$ cat config.mk
export PLATFORM = sky130hd
export DESIGN_NAME = ubd_top
export DESIGN_NICKNAME = d
export VERILOG_FILES = /design/src/hw/ubd_pkg.sv /design/src/hw/ubd_top.sv
export VERILOG_INCLUDE_DIRS = /design/src /design/src/hw
export SDC_FILE = /design/constraint.sdc
export NUM_CORES = 1
export LEC_CHECK = 0
export ABC_AREA = 0
export BUFFER_PORTS_ARGS = -buffer_cell sky130_fd_sc_hd__buf_2
export CORE_MARGIN = 2
export CORE_UTILIZATION = 65
export CTS_BUF_LIST = sky130_fd_sc_hd__clkbuf_4 sky130_fd_sc_hd__clkbuf_8
export DETAILED_ROUTE_END_ITERATION = 12
export MAX_ROUTING_LAYER = met4
export PLACE_DENSITY = 0.87
export SLEW_MARGIN = 20
export SYNTH_ARGS = -nofsm -noshare
export SYNTH_HDL_FRONTEND = slang
export SYNTH_HIERARCHICAL = 1
export SYNTH_SLANG_ARGS = --single-unit
$ cat constraint.sdc
create_clock -name sys_clk -period 7.35 [get_ports sys_clk]
set_input_delay 1.47 -clock sys_clk [delete_from_list [all_inputs] [get_ports sys_clk]]
set_output_delay 1.47 -clock sys_clk [all_outputs]
set_load 0.01 [all_outputs]
$ cat src/hw/ubd_map.svh
// Register map, field positions, reset values and timing counts.
`ifndef UBD_MAP_SVH
`define UBD_MAP_SVH
`define UBD_DIV_ADDR 16'hFF57
`define UBD_CTL_ADDR 16'hFF58
`define UBD_DIV_RST 8'hFF
`define UBD_CTL_RST 8'h16
`define UBD_DIV_MIN 8'h08
`define UBD_BIT_RXBUSY 7
`define UBD_BIT_RXTRIG 6
`define UBD_BIT_TXTRIG 5
`define UBD_BIT_ORDER 1
`define UBD_BIT_INV 0
`define UBD_CODE_MAX 4'hA
`define UBD_CODE_TIMER 4'hB
`define UBD_BRK_MIN 5'h0B
`define UBD_FRAME_BITS 5'h0A
`endif

$ cat src/hw/ubd_pkg.sv
// Types shared by the baud divider and break control block.
package ubd_pkg;
  typedef enum logic [1:0] {
    TX_IDLE = 2'b00,
    TX_DATA = 2'b01,
    TX_BRK = 2'b10
  } ubd_tx_state_t;
endpackage

$ cat src/hw/ubd_top.sv
// Baud divider, break control and transmit path with its FIFO.
`timescale 1ns/1ps
`include "ubd_map.svh"

module ubd_fifo #(
  parameter int WIDTH = 8,
  parameter int DEPTH = 4
) (
  // Clock and reset.
  input wire logic sys_clk,
  input wire logic rst,
  input wire logic flush,
  // Filling side.
  input wire logic inValid,
  output logic inReady,
  input wire logic [WIDTH-1:0] inData,
  // Draining side.
  output logic outValid,
  input wire logic outReady,
  output logic [WIDTH-1:0] outData
);
  localparam int AW = $clog2(DEPTH);
  logic [WIDTH-1:0] mem [DEPTH];
  logic [AW-1:0] wrPtr_r;
  logic [AW-1:0] rdPtr_r;
  logic [AW:0] count_r;
  logic push;
  logic pop;

  // Handshakes on both sides.
  assign push = inValid && inReady;
  assign pop = outValid && outReady;
  assign inReady = (count_r != (AW+1)'(DEPTH));
  assign outValid = (count_r != '0);
  assign outData = mem[rdPtr_r];

  // Storage array.
  always_ff @(posedge sys_clk) begin
    if (push) begin
      mem[wrPtr_r] <= inData;
    end
  end

  // Pointers and fill level.
  always_ff @(posedge sys_clk or posedge rst) begin
    if (rst) begin
      wrPtr_r <= '0;
      rdPtr_r <= '0;
      count_r <= '0;
    end else if (flush) begin
      wrPtr_r <= '0;
      rdPtr_r <= '0;
      count_r <= '0;
    end else begin
      if (push) begin
        wrPtr_r <= AW'(wrPtr_r + 1'b1);
      end
      if (pop) begin
        rdPtr_r <= AW'(rdPtr_r + 1'b1);
      end
      count_r <= (AW+1)'(count_r + push - pop);
    end
  end
endmodule // ubd_fifo

module ubd_top import ubd_pkg::*; (
  // Clock and reset.
  input wire logic sys_clk,
  input wire logic rst,
  // CPU register port.
  input wire logic [15:0] cpuAddr,
  input wire logic cpuWrEn,
  input wire logic [7:0] cpuWrData,
  input wire logic cpuRdEn,
  output logic [7:0] cpuRdData,
  // Mode bits and base clock selection.
  input wire logic portPower,
  input wire logic txEnable,
  input wire logic rxEnable,
  input wire logic [3:0] baseClockCode,
  input wire logic timerOut,
  // Transmit data stream.
  input wire logic txValid,
  output logic txReady,
  input wire logic [7:0] txData,
  // Serial line.
  input wire logic rxPin,
  output logic serialOut,
  // Events and status.
  output logic txDoneIrq,
  output logic rxBreakIrq,
  output logic breakRxBusy,
  output logic bitRateClk
);
  logic [7:0] divisor_r;
  logic [4:0] ctl_r;
  logic rxTrig_r;
  logic rxBusy_r;
  logic txTrig_r;
  logic [2:0] rxSync_r;
  logic [2:0] tmSync_r;
  logic rxLine_r;
  logic rxLinePrev_r;
  logic tmLevel_r;
  logic tmPrev_r;
  logic [9:0] preCnt_r;
  logic [7:0] divCnt_r;
  logic half_r;
  logic baseTick;
  logic divPulse;
  logic bitTick;
  ubd_tx_state_t txState_r;
  logic [9:0] shift_r;
  logic [4:0] bitsLeft_r;
  logic [4:0] lowCnt_r;
  logic fifoValid;
  logic fifoPop;
  logic fifoReady;
  logic [7:0] fifoData;
  logic wrDiv;
  logic wrCtl;
  logic txActive;
  logic lineBit;

  // Mask of prescaler bits for a divide by two to the code.
  function automatic logic [9:0] preMask(input logic [3:0] code);
    preMask = 10'((11'h001 << code) - 11'h001);
  endfunction

  // Break low time in bit periods from the length code.
  function automatic logic [4:0] brkLen(input logic [2:0] code);
    brkLen = (code < 3'h5) ? 5'(5'h10 + code) : 5'(5'h08 + code);
  endfunction

  // Byte order for the shifter: reversed when MSB goes first.
  function automatic logic [7:0] orderByte(input logic [7:0] b,
                                           input logic lsbFirst);
    orderByte = lsbFirst ? b : {b[0], b[1], b[2], b[3],
                                b[4], b[5], b[6], b[7]};
  endfunction

  assign wrDiv = cpuWrEn && (cpuAddr == `UBD_DIV_ADDR);
  assign wrCtl = cpuWrEn && (cpuAddr == `UBD_CTL_ADDR);
  assign txActive = portPower && txEnable;

  // Divisor register; a write leaves the counter untouched.
  always_ff @(posedge sys_clk or posedge rst) begin
    if (rst) begin
      divisor_r <= `UBD_DIV_RST;
    end else if (wrDiv) begin
      divisor_r <= cpuWrData;
    end
  end

  // Length code, bit order and inversion fields.
  always_ff @(posedge sys_clk or posedge rst) begin
    if (rst) begin
      ctl_r <= 5'(`UBD_CTL_RST);
    end else if (wrCtl) begin
      ctl_r <= cpuWrData[4:0];
    end
  end

  // Three-stage synchronisers; a change counts when stages agree.
  always_ff @(posedge sys_clk or posedge rst) begin
    if (rst) begin
      rxSync_r <= 3'h7;
      tmSync_r <= 3'h0;
      rxLine_r <= 1'b1;
      tmLevel_r <= 1'b0;
    end else begin
      rxSync_r <= {rxSync_r[1:0], rxPin};
      tmSync_r <= {tmSync_r[1:0], timerOut};
      if (rxSync_r[1] == rxSync_r[2]) begin
        rxLine_r <= portPower ? rxSync_r[2] : 1'b1;
      end
      if (tmSync_r[1] == tmSync_r[2]) begin
        tmLevel_r <= tmSync_r[2];
      end
    end
  end

  // Edge history of the filtered line and timer levels.
  always_ff @(posedge sys_clk or posedge rst) begin
    if (rst) begin
      rxLinePrev_r <= 1'b1;
      tmPrev_r <= 1'b0;
    end else begin
      rxLinePrev_r <= rxLine_r;
      tmPrev_r <= tmLevel_r;
    end
  end

  // Base clock: power-of-two prescale or timer edges.
  always_comb begin
    if (baseClockCode <= `UBD_CODE_MAX) begin
      baseTick = portPower &&
        ((preCnt_r & preMask(baseClockCode)) ==
         preMask(baseClockCode));
    end else if (baseClockCode == `UBD_CODE_TIMER) begin
      baseTick = portPower && tmLevel_r && !tmPrev_r;
    end else begin
      baseTick = 1'b0;
    end
  end

  // Free-running prescaler, cleared to zero while the port is off.
  always_ff @(posedge sys_clk or posedge rst) begin
    if (rst) begin
      preCnt_r <= '0;
    end else if (!portPower) begin
      preCnt_r <= '0;
    end else begin
      preCnt_r <= 10'(preCnt_r + 1'b1);
    end
  end

  // Divide-by-k counter; divisors below 8 block its pulse while it keeps counting.
  assign divPulse = baseTick && (divisor_r >= `UBD_DIV_MIN) &&
                    (divCnt_r >= 8'(divisor_r - 1'b1));
  assign bitTick = divPulse && half_r;

  always_ff @(posedge sys_clk or posedge rst) begin
    if (rst) begin
      divCnt_r <= '0;
      half_r <= 1'b0;
    end else if (!portPower) begin
      divCnt_r <= '0;
      half_r <= 1'b0;
    end else if (baseTick) begin
      divCnt_r <= divPulse ? 8'h00 : 8'(divCnt_r + 1'b1);
      half_r <= half_r ^ divPulse;
    end
  end

  // Transmit data queue.
  ubd_fifo #(.WIDTH(8), .DEPTH(4)) txFifo (
    .sys_clk(sys_clk),
    .rst(rst),
    .flush(!txActive),
    .inValid(txValid && txReady),
    .inReady(fifoReady),
    .inData(txData),
    .outValid(fifoValid),
    .outReady(fifoPop),
    .outData(fifoData)
  );

  assign fifoPop = bitTick && (txState_r == TX_IDLE) && !txTrig_r &&
                   fifoValid;

  // Ready flag registered from the queue's fill state; it drops for one
  // cycle after each accepted byte, so a stale flag never offers room
  // that the last push has already taken.
  always_ff @(posedge sys_clk or posedge rst) begin
    if (rst) begin
      txReady <= 1'b0;
    end else begin
      txReady <= fifoReady && txActive && !(txValid && txReady);
    end
  end

  // Transmit break trigger: set by a write, cleared when sent.
  always_ff @(posedge sys_clk or posedge rst) begin
    if (rst) begin
      txTrig_r <= 1'b0;
    end else if (!txActive) begin
      txTrig_r <= 1'b0;
    end else if (wrCtl && cpuWrData[`UBD_BIT_TXTRIG]) begin
      txTrig_r <= 1'b1;
    end else if (txState_r == TX_BRK && bitTick && bitsLeft_r == 5'h01) begin
      txTrig_r <= 1'b0;
    end
  end

  // Transmit sequencer: data frames and break fields.
  always_ff @(posedge sys_clk or posedge rst) begin
    if (rst) begin
      txState_r <= TX_IDLE;
      shift_r <= 10'h3FF;
      bitsLeft_r <= '0;
      txDoneIrq <= 1'b0;
    end else if (!txActive) begin
      txState_r <= TX_IDLE;
      shift_r <= 10'h3FF;
      bitsLeft_r <= '0;
      txDoneIrq <= 1'b0;
    end else begin
      txDoneIrq <= 1'b0;
      case (txState_r)
        TX_IDLE: begin
          if (bitTick && txTrig_r) begin
            shift_r <= 10'h000;
            bitsLeft_r <= brkLen(ctl_r[4:2]);
            txState_r <= TX_BRK;
          end else if (fifoPop) begin
            shift_r <= {1'b1, orderByte(fifoData,
                        ctl_r[`UBD_BIT_ORDER]), 1'b0};
            bitsLeft_r <= `UBD_FRAME_BITS;
            txState_r <= TX_DATA;
          end
        end
        TX_DATA, TX_BRK: begin
          if (bitTick) begin
            shift_r <= {1'b1, shift_r[9:1]};
            bitsLeft_r <= 5'(bitsLeft_r - 1'b1);
            if (bitsLeft_r == 5'h01) begin
              txState_r <= TX_IDLE;
              txDoneIrq <= 1'b1;
            end
          end
        end
        default: begin
          txState_r <= TX_IDLE;
        end
      endcase
    end
  end

  // Line level: data bits from the shifter, a break held low throughout.
  assign lineBit = (txState_r == TX_DATA) ? shift_r[0] :
                   (txState_r != TX_BRK);

  // Pin driver: inversion applied, idle high while powered off.
  always_ff @(posedge sys_clk or posedge rst) begin
    if (rst) begin
      serialOut <= 1'b1;
    end else begin
      serialOut <= portPower ?
        (lineBit ^ ctl_r[`UBD_BIT_INV]) : 1'b1;
    end
  end

  // Low-time counter of the received line in bit periods.
  always_ff @(posedge sys_clk or posedge rst) begin
    if (rst) begin
      lowCnt_r <= '0;
    end else if (rxLine_r || !rxBusy_r) begin
      lowCnt_r <= '0;
    end else if (bitTick && lowCnt_r != 5'h1F) begin
      lowCnt_r <= 5'(lowCnt_r + 1'b1);
    end
  end

  // Break reception: trigger, busy flag and completion pulse.
  always_ff @(posedge sys_clk or posedge rst) begin
    if (rst) begin
      rxTrig_r <= 1'b0;
      rxBusy_r <= 1'b0;
      rxBreakIrq <= 1'b0;
    end else if (!portPower || !rxEnable) begin
      rxTrig_r <= 1'b0;
      rxBusy_r <= 1'b0;
      rxBreakIrq <= 1'b0;
    end else begin
      rxBreakIrq <= 1'b0;
      if (wrCtl && cpuWrData[`UBD_BIT_RXTRIG]) begin
        rxTrig_r <= 1'b1;
        rxBusy_r <= 1'b1;
      end else if (rxBusy_r && rxLine_r && !rxLinePrev_r) begin
        if (lowCnt_r >= `UBD_BRK_MIN) begin
          rxTrig_r <= 1'b0;
          rxBusy_r <= 1'b0;
          rxBreakIrq <= 1'b1;
        end else begin
          rxBusy_r <= 1'b1;
        end
      end
    end
  end

  // Register reads; trigger bits always read as zero.
  always_ff @(posedge sys_clk or posedge rst) begin
    if (rst) begin
      cpuRdData <= 8'h00;
    end else if (cpuRdEn && cpuAddr == `UBD_DIV_ADDR) begin
      cpuRdData <= divisor_r;
    end else if (cpuRdEn && cpuAddr == `UBD_CTL_ADDR) begin
      cpuRdData <= {rxBusy_r, 2'b00, ctl_r};
    end else begin
      cpuRdData <= 8'h00;
    end
  end

  // Status and bit-rate clock outputs.
  always_ff @(posedge sys_clk or posedge rst) begin
    if (rst) begin
      breakRxBusy <= 1'b0;
      bitRateClk <= 1'b0;
    end else begin
      breakRxBusy <= rxBusy_r;
      bitRateClk <= half_r;
    end
  end
endmodule // ubd_top
# == Word level (Yosys, flattened, before mapping) ==
# Memories as Yosys holds them, arrays and structs flattened.
# Cells that the tools add are included.
# totals
ff_bits,87
ram_bits,32
input_bits,46
out_inout_bits,14
wordCells,167
mem_count,1
# op_classes
addsub,12
magnitude_cmp,5
n_eq_ne,20
shift,1
mux,55
n_bitwise,3
n_reduce_logical,43
# memory_table
name,depth,word_bits,read_ports,rd_ports_with_merged_regs,wr,line,source
txFifo.mem,4,8,1,0,1,ubd_top.sv:23,logic [WIDTH-1:0] mem [DEPTH];
# op_table
cell,n
2-to-1 mux 10 bit,5
2-to-1 mux 8 bit,6
2-to-1 mux 5 bit,7
== test 16 bit (second input constant),2
logical AND 1 bit,27
2-to-1 mux 1 bit,24
one-hot mux 10 bit (2 select lines),1
2-to-1 mux 2 bit,9
adder 10 x 1 -> 10 bit (second input constant),1
AND 10 bit,1
== test 10 bit,1
one-hot mux 5 bit (2 select lines),1
left shift 1 x 4 -> 10 bit (first input constant),1
subtractor 10 x 1 -> 10 bit (second input constant),1
!= test 3 bit (second input constant),3
adder 8 x 1 -> 8 bit (second input constant),1
>= comparator 8 x 4 -> 1 bit (second input constant),1
>= comparator 8 bit,1
subtractor 8 x 1 -> 8 bit (second input constant),1
zero test 1 bit,7
!= test 2 x 1 -> 1 bit (second input constant),3
!= test 3 x 1 -> 1 bit (second input constant),2
AND reduction 3 bit,2
nonzero test 3 bit,2
25 further kinds,29

# == Longest topological paths before layout ==
# depth
ltp_word,16
mapped_depth,24
ltp_nobuf,21

# == Modules after synthesis ==
# Netlist, hierarchy kept.
# by_module_without_submodules
mod,instances,cells_per_inst,area_each_um2,seq_area_each_um2
ubd_top,1,419,4355.4,2035.7
ubd_fifo,1,89,1639.1,1136.1

# == Worst setup path after synthesis ==
# OpenSTA, ideal clock, no wires.
# synth_path
path_type,input to register
startpoint,input baseClockCode[2]
endpoint,register txFifo.count_r[2]
setup_time_ps,86
arrival_time_ps,5428
t_required_ps,7264
slack_ps,1836
cell_stages,24
n_path_buf,4
cell_sequence,buf_2 nor2_1 nand3b_1 ha_1 nor3_1 a21oi_1 o32a_1 and4_4 buf_6 or2_1 buf_6 nor2b_1 ha_1 clkbuf_1 and4b_1 o31a_2 ha_1 inv_1 ha_1 inv_1 fa_1 xor2_1 and2_1 nor3_1
# synth_via
elab_chain_cells,15
word_cells_on_any_way,18
classes_between,add/sub: 2; order compare: 1; eq/ne: 2; shift: 1; mux: 3; bitwise: 1; reduce/logical: 8
# synth_rtl
element,line,source
start: declaration,ubd_top.sv:80,"input wire logic [3:0] baseClockCode,"
left shift 1 x 4 -> 10 bit,ubd_top.sv:127,preMask = 10'((11'h001 << code) - 11'h001);
subtractor 10 x 1 -> 10 bit,ubd_top.sv:127,
AND 10 bit,ubd_top.sv:198,((preCnt_r & preMask(baseClockCode)) ==
== test 10 bit,ubd_top.sv:198,
logical AND 1 bit,ubd_top.sv:197,baseTick = portPower &&
2-to-1 mux 1 bit (*),ubd_top.sv:196,if (baseClockCode <= `UBD_CODE_MAX) begin
logical AND 1 bit (*) (2 in series),ubd_top.sv:219,assign divPulse = baseTick && (divisor_r >= `UBD_DIV_MIN) &&
logical AND 1 bit (*),ubd_top.sv:221,assign bitTick = divPulse && half_r;
logical AND 1 bit (*) (3 in series),ubd_top.sv:249,assign fifoPop = bitTick && (txState_r == TX_IDLE) && !txTrig_r &&
via fifoPop,ubd_top.sv:117,logic fifoPop;
logical AND 1 bit (*),ubd_top.sv:32,assign pop = outValid && outReady;
subtractor 3 x 1 -> 3 bit (*),ubd_top.sv:61,count_r <= (AW+1)'(count_r + push - pop);
2-to-1 mux 3 bit (*),ubd_top.sv:50,end else if (flush) begin
end signal: assignment,ubd_top.sv:61,
end: declaration,ubd_top.sv:26,logic [AW:0] count_r;
# Mark *: on every way through the listed nets, which the timed path passes. The rest lies on a longest branch.
# A chain may end at the register's enable or synchronous reset.

# == Final worst setup path ==
# Same ends and word-level chain as after synthesis.

==> impl_metrics.json <==
{
  "status": "finished, final reports clean",
  "clkTransAtPathRegs_ns": 0.07,
  "final_cell_mix": "dfrtp_1 (60), buf_2 (59), nand2_1 (39), edfxtp_1 (32), nor2_1 (31)",
  "critPathMaxFanout": 11,
  "hold_viol": 0,
  "critPathBufInv": 3,
  "finalHoldWorstSlack_ns": 0.354,
  "ios": 60,
  "initialDrtViolationCount": 290,
  "period_share_pct": 74.0,
  "wl_per_cell_um": 17.0,
  "cts_tree": "yes",
  "slew_viol_final": 0,
  "cts-buffers-inserted": 17,
  "finalNetCount": 641,
  "avgSynthCellArea_sq_um": 11.8,
  "fin_crit_ns": 5.44,
  "dpl.hpwl_um": 8110,
  "final_cells": 691,
  "regArea_sq_mm": 0.00317,
  "ys_seq_elements": 119,
  "p_per_area_mw_per_mm2": 209,
  "finalSetupViolations": 0,
  "area_growth_pct": 13.1,
  "grt_pass1_wl_um": 19900,
  "viasPerCell": 6.02,
  "crit_chain": "buf_2, nor2_1, nand3b_1, ha_1, xnor2_1, a2bb2oi_1, and4_4, or2_1, nor2b_1, ha_1, and4b_1, o31a_2, ha_1, inv_1, ha_1, inv_1, fa_1, xor2_1, and2_1, nor3_1",
  "post_cts_buffers": 0,
  "max-cap-violations": 0,
  "grt_max_degree": 81,
  "core_sq_mm": 0.00911,
  "hold_class": "reg2reg",
  "clock-root-buffer": "clkbuf_8",
  "die_area_sq_mm": 0.0100,
  "insertion_delay_ns": 0.43,
  "routed_wl_um": 11800,
  "cp_common_cell": "ha_1",
  "dieWidth_um": 100,
  "hold_buffers": 0,
  "synth-edff-count": 32,
  "critPathTopFamily": "simple AND/OR/NAND/NOR gates",
  "worst_slew_pin_slew_ns": 0.958,
  "synth.distinct_cells": 67,
  "fin_setup_tns_ns": 0,
  "n_antenna_cell": 0,
  "start_util_pct": 65.8,
  "holdPathStages": 0,
  "grt.total_usage_pct": 26.1,
  "cts_sinks": 119,
  "max-vdd-ir-drop_mv": 0.170,
  "ys.flop_type": "dfrtp_1",
  "p_leak_nw": 2.97,
  "fin_util_pct": 74.4,
  "cts.repair.resized": 0,
  "fill_cells": 575,
  "antenna_found_initial": 0,
  "fin_skew_ns": 0.0106,
  "worst-r2r-cell-count": 18,
  "place_inst": 659,
  "max_stage_delay_ns": 0.49,
  "critical_path_cell_count": 20,
  "seq_area_frac_synth_pct": 52.9,
  "route.met3.wl_um": 558,
  "cpMaxStageDelayCell": "or2_1",
  "critical_path_class": "in2reg",
  "critPathRequiredTime_ns": 7.70,
  "syn_inst": 508,
  "yosysWarnings": 6,
  "layout_commonest_cell": "dfrtp_1",
  "critPathLaunchType": "primary input",
  "cp_data_arrival_time_ns": 5.79,
  "rows": 35,
  "synthesis.nets": 582,
  "drive_gt1_share_pct": 27.9,
  "grt-ovfl-total": 0,
  "fmax_mhz": 184,
  "wl_met1_um": 4910,
  "highest_layer": "met4",
  "met2_length_um": 6110,
  "port_buffers": 59,
  "grt_pass1_vias": 4158,
  "ant_nets": 0,
  "rsz0062_at_grt": "false",
  "dr.pass1.iters": 5,
  "die_y_um": 100,
  "total_power_mw": 1.42,
  "cts_max_level": 4,
  "num_vias": 4157,
  "globalplace.congestion": 0.860,
  "synth_area_sq_mm": 0.00599,
  "slew_headroom_pct": 35.6,
  "crit_path_end_kind": "register",
  "drc_errors": 0,
  "multi_input_area_sq_mm": 0.00262,
  "clk_path_buf_depth": 2,
  "async_reset_ff_share_pct": 73.1
}
power by group:
part / internal (mW) / switching, mW / total (mW)
clock: 0.409 / 0.259 / 0.668
sequential: 0.689 / 0.00504 / 0.694
combinational: 0.0211 / 0.0320 / 0.0531
state kept, by name, indices dropped and copies added, names as in the netlist, 2 cells and up:
register and count:
tmSync_r 3, rxSync_r 3, txState_r 2, txFifo/count_r 3, preCnt_r 10, cpuRdData 8, shift_r 10, txFifo/wrPtr_r 2
txFifo/mem 32, divisor_r 8, lowCnt_r 5, divCnt_r 8, bitsLeft_r 5, txFifo/rdPtr_r 2, ctl_r 5
worst paths after layout:
check                                              endpoint  slack, ns                startpoint
worst max-delay path            txFifo/count_r[2]$_DFF_PP0_       1.91          baseClockCode[2]
worst min-delay path                  tmSync_r[1]$_DFF_PP0_       0.35     tmSync_r[0]$_DFF_PP0_
worst max register to register  txFifo/count_r[2]$_DFF_PP0_       2.50  divisor_r[0]$_DFFE_PP1P_
worst min register to register        tmSync_r[1]$_DFF_PP0_       0.35     tmSync_r[0]$_DFF_PP0_
max in group asynchronous           divCnt_r[5]$_DFFE_PP0P_       5.38                       rst
min in group asynchronous       txFifo/count_r[2]$_DFF_PP0_       0.98                       rst
final cells by class:
type | instances | share of cell area, %
timing repair buffer | 62 | 4.69
inverter | 20 | 1.11
clock inverter | 13 | 2.99
multi-input combinational | 347 | 38.7
tap | 111 | 2.05
clock buffer | 19 | 3.67
sequential | 119 | 46.8
per-stage QoR:
step | cell area (sq um) | worst slack (ns)
after floorplan | 5990 | 1.84
after global placement | 6330 | 1.72
after detailed placement | 6330 | 1.54
after CTS | 6780 | 1.94
after global routing | 6780 | 1.63
final | 6780 | 1.91
synthesized netlist by cell type, drive strengths merged, types with 7 or more instances:
| cell type | number | area, sq um |
|---|---|---|
| xnor2 | 17 | 149 |
| a22oi | 8 | 60.1 |
| nor2b | 9 | 56.3 |
| dfstp | 27 | 709 |
| ha | 27 | 338 |
| nor2 | 32 | 123 |
| a21oi | 11 | 55.1 |
| nand2 | 39 | 146 |
| nand2b | 7 | 43.8 |
| nand3 | 17 | 85.1 |
| nor3 | 15 | 75.1 |
| o21ai | 25 | 163 |
| clkbuf | 15 | 56.3 |
| and2 | 22 | 138 |
| mux4 | 8 | 180 |
| buf | 7 | 68.8 |
| edfxtp | 32 | 961 |
| mux2 | 21 | 240 |
| o211ai | 13 | 97.6 |
| dfrtp | 60 | 1500 |
| a22o | 8 | 70.1 |
| inv | 20 | 75.1 |
layer usage:
layer  vias to the layer above  GRT usage (%)
met4                         0           8.11
met5                         -              -
met3                        15           6.06
li1                       1977              -
met2                       124           43.2
met1                      2041           32.3
worst reg2reg max path: cells and delay by family (launching register included):
family | cells | cell delay [ns]
AOI/OAI and AO/OA | 3 | 1.30
adders and majority gates | 6 | 1.73
buffers and inverters | 3 | 0.19
DFF | 1 | 0.56
and+or+nand+nor | 5 | 0.83
xor gates and xnor gates | 1 | 0.16
cell families after synthesis:
logic type               share of synthesized area [%]
adder cells (fa/ha/maj)                           6.14
AO/OA/AOI/OAI                                     12.4
multiplexers                                      7.51
XOR/XNOR                                          3.36
flip-flops                                        52.9
AND/OR/NAND/NOR                                   14.3
buffers and inverters                             3.34
(Power assumes the default switching activity.)
